## src/shared/npb_pkg.sv

```systemverilog
// Package for the non-volatile memory page-buffer controller
package npb_pkg;

    localparam int FLASH_WORDS_DEF = 64;
    localparam int EE_BYTES_DEF    = 32;
    localparam int FLASH_WORD_W    = 16;
    localparam int EE_BYTE_W       = 8;
    localparam logic [15:0] FLASH_ERASED = 16'hFFFF;
    localparam logic [7:0]  EE_ERASED    = 8'hFF;
    localparam int OP_CYCLES_DEF   = 16;

    typedef enum logic [3:0] {
        NPB_CMD_NONE        = 4'b0000,
        NPB_CMD_FLASH_ERASE = 4'b0001,
        NPB_CMD_FLASH_WRITE = 4'b0010,
        NPB_CMD_FLASH_EW    = 4'b0011,
        NPB_CMD_SIG_ERASE   = 4'b0100,
        NPB_CMD_SIG_WRITE   = 4'b0101,
        NPB_CMD_LOCK_WRITE  = 4'b0110,
        NPB_CMD_FUSE_WRITE  = 4'b0111,
        NPB_CMD_EE_ERASE    = 4'b1000,
        NPB_CMD_EE_WRITE    = 4'b1001,
        NPB_CMD_EE_EW       = 4'b1010
    } npb_cmd_e;

    typedef enum logic [1:0] {
        NPB_SEC_APP  = 2'b00,
        NPB_SEC_BOOT = 2'b01,
        NPB_SEC_SIG  = 2'b10
    } npb_sec_e;

    typedef enum logic [0:0] {
        NPB_ST_IDLE = 1'b0,
        NPB_ST_BUSY = 1'b1
    } npb_state_e;

    // One operation request to the controller
    typedef struct packed {
        npb_cmd_e    cmd;
        npb_sec_e    section;
        logic [15:0] page;
        logic        fromBoot;
    } npb_req_s;

endpackage : npb_pkg

```

## src/design/npb_page_ctrl.sv

```systemverilog
// Page-buffer and page-programming controller for flash and EEPROM
// Behaviour
// - Flash buffer loads one 16-bit word per load; clear before loading.
// - Unloaded flash buffer words hold FFFF and are programmed as such.
// - Flash buffer clears on reset and after page write, erase-write, signature, lock.
// - EEPROM buffer loads one byte per load; clear before loading.
// - Loaded EEPROM bytes are tagged; erase and write touch only tagged bytes.
// - EEPROM buffer and tags clear on reset, page write, erase-write, lock, fuse.
// - EEPROM updates single bytes or pages; flash only whole pages from buffer.
// - Software and external programmer use the same controller identically.
// - Buffer may be filled before split, before atomic, or between erase and write.
// - Flash write forces brown-out detector on; brown-out reset aborts at once.
// - Application-section programming lets CPU run from the boot section.
// - Boot-section programming halts CPU for the whole operation.
// - Signature row programming halts CPU like the boot section.
// - CPU access to application section during flash or signature programming stalls until done.
// - Boot code may write all flash, signature row, EEPROM, tighten locks.
// - Application code may only read flash and rows, and write EEPROM.
// - While busy, busy flag is set and new command and data writes ignored.
// - While programming, buffer loads and clears are rejected.
module npb_page_ctrl
    import npb_pkg::*;
#(
    parameter int FLASH_WORDS = FLASH_WORDS_DEF,
    parameter int EE_BYTES    = EE_BYTES_DEF,
    parameter int OP_CYCLES   = OP_CYCLES_DEF,
    parameter int FW          = $clog2(FLASH_WORDS),
    parameter int EW          = $clog2(EE_BYTES)
) (
    // Clock and reset
    input  wire logic                    core_clk,
    input  wire logic                    rst,
    // Brown-out
    input  wire logic                    brownoutReset,
    output logic                         brownoutForceOn,
    // Flash buffer port, shared by CPU and external programmer
    input  wire logic                    flashLoad,
    input  wire logic [FW-1:0]           flashLoadIdx,
    input  wire logic [FLASH_WORD_W-1:0] flashLoadData,
    input  wire logic                    flashClear,
    // EEPROM buffer port
    input  wire logic                    eeLoad,
    input  wire logic [EW-1:0]           eeLoadIdx,
    input  wire logic [EE_BYTE_W-1:0]    eeLoadData,
    input  wire logic                    eeClear,
    // Operation request
    input  wire logic                    reqValid,
    input  wire npb_req_s                req,
    output logic                         reqRejected,
    // Status and CPU control
    output logic                         busy,
    output logic                         cpuHalt,
    input  wire logic                    cpuAppAccess,
    output logic                         cpuStall,
    // Array side
    output logic                         arrValid,
    output logic                         arrFlash,
    output logic                         arrErase,
    output logic                         arrWrite,
    output logic [15:0]                  arrPage,
    output logic [FW-1:0]                arrIdx,
    output logic [FLASH_WORD_W-1:0]      arrData
);
    localparam int CW = $clog2(OP_CYCLES + 1);

    npb_state_e              state_reg;
    npb_req_s                op_reg;
    logic [FW:0]             idx_reg;
    logic [CW-1:0]           wait_reg;
    logic                    idxPhase_reg;
    logic                    done;
    logic                    accept;
    logic                    allowed;
    logic                    isFlashOp;
    logic                    isEeOp;
    logic                    flashBufClear;
    logic                    eeBufClear;
    logic [FLASH_WORD_W-1:0] flashRd;
    logic [EE_BYTE_W-1:0]    eeRd;
    logic                    eeTag;
    logic [FW-1:0]           lastIdx;

    // Privilege check; identical for either requesting party
    always_comb begin
        unique case (req.cmd)
            NPB_CMD_EE_ERASE, NPB_CMD_EE_WRITE, NPB_CMD_EE_EW: allowed = 1'b1;
            NPB_CMD_NONE: allowed = 1'b0;
            default: allowed = req.fromBoot;
        endcase
    end

    assign accept = reqValid && (state_reg == NPB_ST_IDLE) && allowed;
    assign reqRejected = reqValid && !accept;

    assign isFlashOp = op_reg.cmd inside {NPB_CMD_FLASH_ERASE, NPB_CMD_FLASH_WRITE, NPB_CMD_FLASH_EW,
                                          NPB_CMD_SIG_ERASE, NPB_CMD_SIG_WRITE};
    assign isEeOp = op_reg.cmd inside {NPB_CMD_EE_ERASE, NPB_CMD_EE_WRITE, NPB_CMD_EE_EW};
    assign lastIdx = isFlashOp ? FW'(FLASH_WORDS - 1) : FW'(EE_BYTES - 1);

    always_ff @(posedge core_clk) begin
        if (rst || brownoutReset) begin
            state_reg <= NPB_ST_IDLE;
            op_reg    <= '0;
        end else if (accept) begin
            state_reg <= NPB_ST_BUSY;
            op_reg    <= req;
        end else if (done) begin
            state_reg <= NPB_ST_IDLE;
        end
    end

    // Walk every buffer location once; a fixed hold per location models array time
    always_ff @(posedge core_clk) begin
        if (rst || brownoutReset || accept) begin
            idx_reg      <= '0;
            wait_reg     <= '0;
            idxPhase_reg <= 1'b0;
        end else if (state_reg == NPB_ST_BUSY) begin
            idxPhase_reg <= 1'b1;
            if (idxPhase_reg && wait_reg == CW'(OP_CYCLES - 1)) begin
                wait_reg     <= '0;
                idx_reg      <= idx_reg + 1'b1;
                idxPhase_reg <= 1'b0;
            end else if (idxPhase_reg) begin
                wait_reg <= wait_reg + 1'b1;
            end
        end
    end

    // Lock and fuse writes have no page to walk
    assign done = (state_reg == NPB_ST_BUSY) &&
                  ((op_reg.cmd inside {NPB_CMD_LOCK_WRITE, NPB_CMD_FUSE_WRITE}) ||
                   (idxPhase_reg && wait_reg == CW'(OP_CYCLES - 1) && idx_reg[FW-1:0] == lastIdx));

    // Buffer data is registered one cycle after idx, so the array strobe waits a phase
    always_ff @(posedge core_clk) begin
        if (rst) begin
            arrValid <= 1'b0;
            arrFlash <= 1'b0;
            arrErase <= 1'b0;
            arrWrite <= 1'b0;
            arrPage  <= '0;
            arrIdx   <= '0;
            arrData  <= '0;
        end else begin
            arrValid <= 1'b0;
            if (state_reg == NPB_ST_BUSY && idxPhase_reg && wait_reg == '0 && !brownoutReset) begin
                arrFlash <= isFlashOp;
                arrErase <= op_reg.cmd inside {NPB_CMD_FLASH_ERASE, NPB_CMD_FLASH_EW, NPB_CMD_SIG_ERASE,
                                               NPB_CMD_EE_ERASE, NPB_CMD_EE_EW};
                arrWrite <= op_reg.cmd inside {NPB_CMD_FLASH_WRITE, NPB_CMD_FLASH_EW, NPB_CMD_SIG_WRITE,
                                               NPB_CMD_EE_WRITE, NPB_CMD_EE_EW};
                arrPage  <= op_reg.page;
                arrIdx   <= idx_reg[FW-1:0];
                arrValid <= isFlashOp || (isEeOp && eeTag);
                arrData  <= isFlashOp ? flashRd : {{(FLASH_WORD_W - EE_BYTE_W){1'b0}}, eeRd};
            end
        end
    end

    assign busy = (state_reg == NPB_ST_BUSY);

    // Automatic clears follow successful completion only
    assign flashBufClear = (flashClear && !busy) ||
        (done && (op_reg.cmd inside {NPB_CMD_FLASH_WRITE, NPB_CMD_FLASH_EW,
                                     NPB_CMD_SIG_WRITE, NPB_CMD_LOCK_WRITE}));
    assign eeBufClear = (eeClear && !busy) ||
        (done && (op_reg.cmd inside {NPB_CMD_EE_WRITE, NPB_CMD_EE_EW,
                                     NPB_CMD_LOCK_WRITE, NPB_CMD_FUSE_WRITE}));

    // Brown-out detector held on through any flash programming
    always_ff @(posedge core_clk) begin
        if (rst || brownoutReset) begin
            brownoutForceOn <= 1'b0;
        end else begin
            brownoutForceOn <= (accept && req.cmd inside {NPB_CMD_FLASH_ERASE, NPB_CMD_FLASH_WRITE,
                                    NPB_CMD_FLASH_EW, NPB_CMD_SIG_ERASE, NPB_CMD_SIG_WRITE}) ||
                               (brownoutForceOn && !done);
        end
    end

    // Halt on boot or signature section work; app-section work only stalls on access
    assign cpuHalt  = busy && isFlashOp && (op_reg.section != NPB_SEC_APP);
    assign cpuStall = busy && isFlashOp && cpuAppAccess;

    npb_flash_buf #(
        .DEPTH (FLASH_WORDS)
    ) u_flash_buf (
        .core_clk (core_clk),
        .rst      (rst),
        .clear    (flashBufClear),
        .load     (flashLoad && !busy),
        .loadIdx  (flashLoadIdx),
        .loadData (flashLoadData),
        .rdIdx    (idx_reg[FW-1:0]),
        .rdData   (flashRd)
    );

    npb_ee_buf #(
        .DEPTH (EE_BYTES)
    ) u_ee_buf (
        .core_clk (core_clk),
        .rst      (rst),
        .clear    (eeBufClear),
        .load     (eeLoad && !busy),
        .loadIdx  (eeLoadIdx),
        .loadData (eeLoadData),
        .rdIdx    (idx_reg[EW-1:0]),
        .rdData   (eeRd),
        .rdTag    (eeTag)
    );
endmodule : npb_page_ctrl

```

## src/design/npb_flash_buf.sv

```systemverilog
// Word-wide flash page buffer; unloaded words read as erased
module npb_flash_buf
    import npb_pkg::*;
#(
    parameter int DEPTH = FLASH_WORDS_DEF,
    parameter int IW    = $clog2(DEPTH)
) (
    // Clock and reset
    input  wire logic                    core_clk,
    input  wire logic                    rst,
    // Load and clear
    input  wire logic                    clear,
    input  wire logic                    load,
    input  wire logic [IW-1:0]           loadIdx,
    input  wire logic [FLASH_WORD_W-1:0] loadData,
    // Drain to array
    input  wire logic [IW-1:0]           rdIdx,
    output logic      [FLASH_WORD_W-1:0] rdData
);
    logic [FLASH_WORD_W-1:0] mem_reg [DEPTH];

    genvar i;
    generate
        for (i = 0; i < DEPTH; i++) begin : g_word
            always_ff @(posedge core_clk) begin
                if (rst || clear) begin
                    mem_reg[i] <= FLASH_ERASED;
                end else if (load && loadIdx == IW'(i)) begin
                    mem_reg[i] <= loadData;
                end
            end
        end
    endgenerate

    always_ff @(posedge core_clk) begin
        if (rst) begin
            rdData <= FLASH_ERASED;
        end else begin
            rdData <= mem_reg[rdIdx];
        end
    end
endmodule : npb_flash_buf

```

## src/design/npb_ee_buf.sv

```systemverilog
// Byte-wide EEPROM page buffer with per-byte load tags
module npb_ee_buf
    import npb_pkg::*;
#(
    parameter int DEPTH = EE_BYTES_DEF,
    parameter int IW    = $clog2(DEPTH)
) (
    // Clock and reset
    input  wire logic                 core_clk,
    input  wire logic                 rst,
    // Load and clear
    input  wire logic                 clear,
    input  wire logic                 load,
    input  wire logic [IW-1:0]        loadIdx,
    input  wire logic [EE_BYTE_W-1:0] loadData,
    // Drain to array
    input  wire logic [IW-1:0]        rdIdx,
    output logic      [EE_BYTE_W-1:0] rdData,
    output logic                      rdTag
);
    logic [EE_BYTE_W-1:0] mem_reg [DEPTH];
    logic [DEPTH-1:0]     tag_reg;

    genvar i;
    generate
        for (i = 0; i < DEPTH; i++) begin : g_byte
            always_ff @(posedge core_clk) begin
                if (rst || clear) begin
                    mem_reg[i] <= EE_ERASED;
                    tag_reg[i] <= 1'b0;
                end else if (load && loadIdx == IW'(i)) begin
                    mem_reg[i] <= loadData;
                    tag_reg[i] <= 1'b1;
                end
            end
        end
    endgenerate

    always_ff @(posedge core_clk) begin
        if (rst) begin
            rdData <= EE_ERASED;
            rdTag  <= 1'b0;
        end else begin
            rdData <= mem_reg[rdIdx];
            rdTag  <= tag_reg[rdIdx];
        end
    end
endmodule : npb_ee_buf

```

## config.mk

```make
export PLATFORM = sky130hd
export DESIGN_NAME = npb_page_ctrl
export DESIGN_NICKNAME = d
export VERILOG_FILES = /design/src/shared/npb_pkg.sv /design/src/design/npb_page_ctrl.sv /design/src/design/npb_flash_buf.sv /design/src/design/npb_ee_buf.sv
export SDC_FILE = /design/constraint.sdc
export NUM_CORES = 2
export LEC_CHECK = 0
export CAP_MARGIN = 5
export CORE_UTILIZATION = 40
export DETAILED_ROUTE_END_ITERATION = 16
export DONT_BUFFER_PORTS = 1
export SKIP_CTS_REPAIR_TIMING = 1
export SLEW_MARGIN = 20
export SYNTH_ARGS = -nofsm -noshare
export SYNTH_HDL_FRONTEND = slang
export SYNTH_HIERARCHICAL = 1
export SYNTH_SLANG_ARGS = --single-unit
```

## constraint.sdc

```tcl
create_clock -name core_clk -period 2.85 [get_ports core_clk]
set_input_delay 0.285 -clock core_clk [delete_from_list [all_inputs] [get_ports core_clk]]
set_output_delay 0.285 -clock core_clk [all_outputs]
set_load 0.005 [all_outputs]
```

* Word-level counts from Yosys, hierarchy flattened
Memories as Yosys holds them, arrays and structs flattened. A register that Yosys moved wholly into a read port is not among the register bits.
Index checks and enable logic that the tools add are counted.
** Word-level totals
- Bits in writable memories :: 1280
- Bits of input ports :: 67
- Memories kept :: 2
- Output and inout bits :: 47
- Register bits after elaboration :: 112
- Word-level logic and storage cells :: 812
** Memories
- u_flash_buf.mem_reg :: words 64, bits a word 16, rd ports 1, clocked after Yosys merged registers in 1, wr ports 64, line npb_flash_buf.sv:20 : logic [FLASH_WORD_W-1:0] mem_reg [DEPTH];
- u_ee_buf.mem_reg :: words 32, bits a word 8, rd ports 1, clocked after Yosys merged registers in 1, wr ports 32, line npb_ee_buf.sv:21 : logic [EE_BYTE_W-1:0] mem_reg [DEPTH];
** Operators by class
- Add/sub/neg operators :: 2
- Reductions and logical operators :: 149
- Bitwise operators :: 98
- Equal/unequal tests :: 114
- Muxes and demuxes :: 398
- $lt $le $gt $ge :: 1
** Operators with widths (count)
- 16-bit 2-to-1 mux :: 65
- 1-bit 2-to-1 mux :: 296
- 8-bit 2-to-1 mux :: 32
- 6-bit == test, second input constant :: 32
- 1-bit logical AND :: 117
- 6-bit by 5-bit == test with 1-bit output, second input constant :: 16
- 1-bit bitwise OR :: 96
- 5-bit == test, second input constant :: 16
- 6-bit by 4-bit == test with 1-bit output, second input constant :: 8
- 5-bit by 4-bit == test with 1-bit output, second input constant :: 9
- 4-bit by 3-bit == test with 1-bit output, second input constant :: 6
- 4-bit == test, second input constant :: 6
- 6-bit by 3-bit == test with 1-bit output, second input constant :: 4
- 5-bit by 3-bit == test with 1-bit output, second input constant :: 4
- 5-bit nonzero test :: 4
- 4-bit by 2-bit == test with 1-bit output, second input constant :: 4
- 6-bit by 2-bit == test with 1-bit output, second input constant :: 2
- 5-bit by 2-bit == test with 1-bit output, second input constant :: 2
- 5-bit logical NOT :: 2
- 5-bit 2-to-1 mux :: 2
- 1-bit logical OR :: 9
- 4-bit by 1-bit == test with 1-bit output, second input constant :: 2
- 2-bit nonzero test :: 4
- 4-bit nonzero test :: 2
- 17 further kinds :: 22

* Logic depth before layout (Yosys ltp)
- Word-level depth :: 13
- Mapped depth :: 10
- Depth with buffers taken out :: 9

* Hierarchy
The synthesis kept the hierarchy.
** Modules (own cells, without submodules)
- npb_flash_buf :: instances 1, cells each 3289, area each 47707.0 um^2
- npb_ee_buf :: instances 1, cells each 1057, area each 13523.0 um^2
- npb_page_ctrl :: instances 1, cells each 404, area each 3340.7 um^2

* Worst setup path before layout
OpenSTA, ideal clock, no wires.
- Path type :: reg-to-reg
- Start :: register wait_reg[0]
- End :: memory u_ee_buf.mem_reg[32][0], in the netlist u_ee_buf/mem_reg[16][0] (enable)
- Setup time :: 384 ps
- Cell stages (with the launch flop) :: 10
- Arrival :: 2670 ps
- Period minus slack after synthesis :: 3054 ps
- Path slack :: -204 ps
- Path buffers :: 2
- Cell sequence :: dfxtp_1 ha_1 and4b_1 nand2_1 or4b_4 o41ai_2 nor2_1 clkbuf_1 buf_1 o21ai_0
** RTL lines
- start, declared :: line npb_page_ctrl.sv:69 : logic [CW-1:0] wait_reg;
- start signal, assigned :: line npb_page_ctrl.sv:125 : wait_reg <= wait_reg + 1'b1;
- end, declared :: line npb_ee_buf.sv:21

==> flow_summary_export.csv <==
group,metric,value,unit
outcome,status,"finished, violations left",
outcome,failed_checks,"negative hold slack",
job,maxCapViolations,0,
worst_setup_path,worstReg2RegStart,"wait_reg[1]",
synth,synthesis.area_per_instance,13.6,sq um
global_routing,wire_length_of_the_first_global_routing_pass,275,mm
synth,ys_seq_elements,1415,
route,drt_first_iter_violations,4585,
synth,dominantRegCellSynth,"edfxtp_1",
power,max-vdd-ir-drop,0.634,mV
route,final_antenna_net_count,0,
clock_network,clkTransAtPathRegs,0.06,ns
die,top_level_ports,114,
die,die_h,404,microns
synth,netlist_instances,4750,
cells_and_area,layout-drive-gt1-share,25.3,%
cells_and_area,largest_reg_flops,1024,
clock_network,cts-root-buf,"clkbuf_16",
power,p_leak,19.3,nW
synth,postSynth.asyncResetShare,0,%
global_routing,first_global_vias,40400,
route,route.detailed.drc,0,
route,vias_per_cell,5.95,
worst_setup_path,critical_path_required,3.36,ns
route,first_pass_iters,7,
cells_and_area,layout.nets,4907,
global_routing,grt_max_degree,110,
die,core.rowCount,147,
worst_setup_path,worstSetupStartpointType,"flip-flop",
clock_network,skew_pair_late_insertion_delay,0.80,ns
synth,synth.top_cells.by_count,"1280 x edfxtp_1, 1156 x or3_1, 456 x clkbuf_1",
hold_path,hold_end,"busy",
clock_network,cts_buffers,151,
sta,worst_slack,0.00522,ns
cells_and_area,fillcell_total,13800,
power,power_density,583,nW/um^2
route,routedWlPerCell,27.9,microns
sta,setup_viol,0,
clock_network,clockBufferDepth,3,
synth,post_synth_instance_area,64600,sq um
route,dr_total_vias,42400,
die,core_region_area,160000,sq um
sta,fin_worst_skew,0.0415,ns
sta,grt_setup_unrepaired,"true",
placement,dpl_ws,-0.197,ns
synth,synth.top_cells.by_area,"edfxtp_1 60%, or3_1 11%, mux4_2 6.3%, dfxtp_1 4.2%, mux2_2 2.8%",
worst_setup_path,category_of_the_worst_setup_path_capture_point,"flip-flop",
placement,buffer_ports.inserted,0,
sta,timing_worst_slew_pin_value,1.01,ns
synth,yosysSeqAreaShare,63.7,%
worst_setup_path,rrSetupSlack,0.005,ns
hold_path,worstHoldStart,"req[0]",
worst_setup_path,r2r.worst_path.cells,10,
sta,worst_max_slew_margin_expressed_relative_to_the_limit,32.7,%
sta,timing_hold_violations_final,24,
synth,yosysWarningCount,6,
sta,hold_slack,-0.0360,ns
synth,number_of_synthesized_flops_with_an_enable_pin,1280,
worst_setup_path,worstPathArrival,3.35,ns
sta,final_min_period_over_clock_period,99.8,%
sta,maxClockFrequency,352,MHz
worst_setup_path,crit-reg2reg-capture,"u_flash_buf/mem_reg[28][9]",
placement,place.gp.congestion,0.872,
route,wirelength,199,mm
clock_network,cts_sink_cnt,1415,
cells_and_area,areaGrowthSynthToFinish,18.5,%
global_routing,antenna_found_initial,10,
synth,post-synth-top-count-cell,"edfxtp_1",
synth,netlist-cell-type-count,64,
synth,synth.net_count,4820,
clock_network,htree_num_levels,4,
worst_setup_path,critPathMaxFanout,19,
sta,period_minus_slack,2.84,ns
die,dieArea,163000,sq um
global_routing,overall_track_demand_over_capacity_in_global_routing,22.9,%
die,die_width,404,microns
synth,area_share_of_the_leading_cell_type_in_the_synthesized_netlist,59.5,%
worst_setup_path,setup.worst_path.class,"flip-flop to flip-flop",
hold_path,hp-class,"input pin to flip-flop",
hold_path,worst_hold_path.num_cells,3,
clock_network,cts_tree,"yes",
global_routing,grt_remaining_overflow,0,
die,floorplan.initialDensity,40.3,%
power,finalPower,44.6,mW
placement,total_half_perimeter_wirelength_after_legalization_and_detailed_placement,113,mm
synth,synth_top_area_cell,"edfxtp_1",
sta,timing_max_transition_violations_final,0,
area by class of cell:
cell class	instances	area [sq um]	area share, %
flip-flops and latches	1415	41200	53.8
inverters	6	22.5	0.0294
well taps	2160	2700	3.53
repair buffers	515	6380	8.33
clock inverters	80	898	1.17
diodes	3	7.51	0.00981
clock buffers	188	3960	5.17
multi-input cells	2748	21400	27.9
metrics by stage:
step	hold WS (ns)	setup TNS [ns]	instance area [sq um]	util, %	instances
CTS	-0.470	-247.75	74200	46.3	6995
global placement	0.382	-202.32	69300	43.2	6727
floorplan	0.415	-163.31	64600	-	4750
finish	-0.0360	0	76500	47.7	7115
detailed placement	0.387	-201.71	69400	43.2	6727
global route	-0.0141	-3.39	76500	47.7	7112
power by group:
part           leakage, nW  switching (mW)  total, mW  internal, mW
sequential            10.5          0.0210       22.7          22.7
combinational         6.48            1.68       2.43         0.745
clock                 2.37            8.50       19.5          11.0
worst max-delay path: stages, from the launching register on:
cell     delay (ns)
dfxtp_2        0.33
ha_2           0.18
and4b_1        0.22
nand2_1        0.06
or4b_4         0.56
a31oi_4        0.26
buf_6          0.18
nor2_4         0.12
buf_12         0.20
o21ai_1        0.19
buf_12         0.21
layer usage:
metal	up-vias	track usage, %	routed length, microns
met5	-	0	61
met4	8	7.59	5910
met3	324	5.82	17200
met2	1837	35.6	93400
met1	21700	31.2	82200
li1	18500	-	-
worst max-delay path by stage:
stage	endpoint	start	slack (ns)
6_report	u_flash_buf/mem_reg[28][9]	wait_reg[1]	0.005
5_1_grt	u_flash_buf/mem_reg[50][4]	op_reg[20]	-0.07
4_1_cts	u_flash_buf/mem_reg[44][15]	wait_reg[1]	-0.23
3_5_place_dp	u_flash_buf/mem_reg[49][0]	wait_reg[0]	-0.20
3_3_place_gp	u_flash_buf/mem_reg[49][3]	wait_reg[0]	-0.19
2_1_floorplan	u_ee_buf/mem_reg[17][0]	wait_reg[0]	-0.16
placed cells by master, fill, tap and decap left out, drive strengths merged, types with 4 or more instances in the layout:
cell,count
and2,6
o41ai,11
and3,5
nand4b,4
bufinv,11
nand3,65
clkbuf,215
o2111ai,19
o31ai,20
nand2,210
mux4,182
mux2,161
mux2i,172
dfxtp,135
edfxtp,1280
a21oi,106
nor3,11
or4b,4
nand2b,12
or3,1157
xnor2,5
a22oi,96
a211oi,22
o221ai,28
buf,445
nor2,63
o22ai,56
clkinv,59
nor2b,17
o21ai,144
dlygate4sd3,43
nand3b,5
or2,132
inv,13
cells by family (layout without fill, tap and decap cells):
family	Yosys count	in the layout	share of synthesized area [%]
simple gates	1705	1705	15.4
flops	1415	1415	63.7
buf+inv	587	789	3.77
compound gates	517	517	5.09
mux	515	515	11.8
xor+xnor	8	8	0.109
fa+ha+maj	3	3	0.0581
other cells	0	3	0
Note: power is estimated with default switching activity, not from simulation.
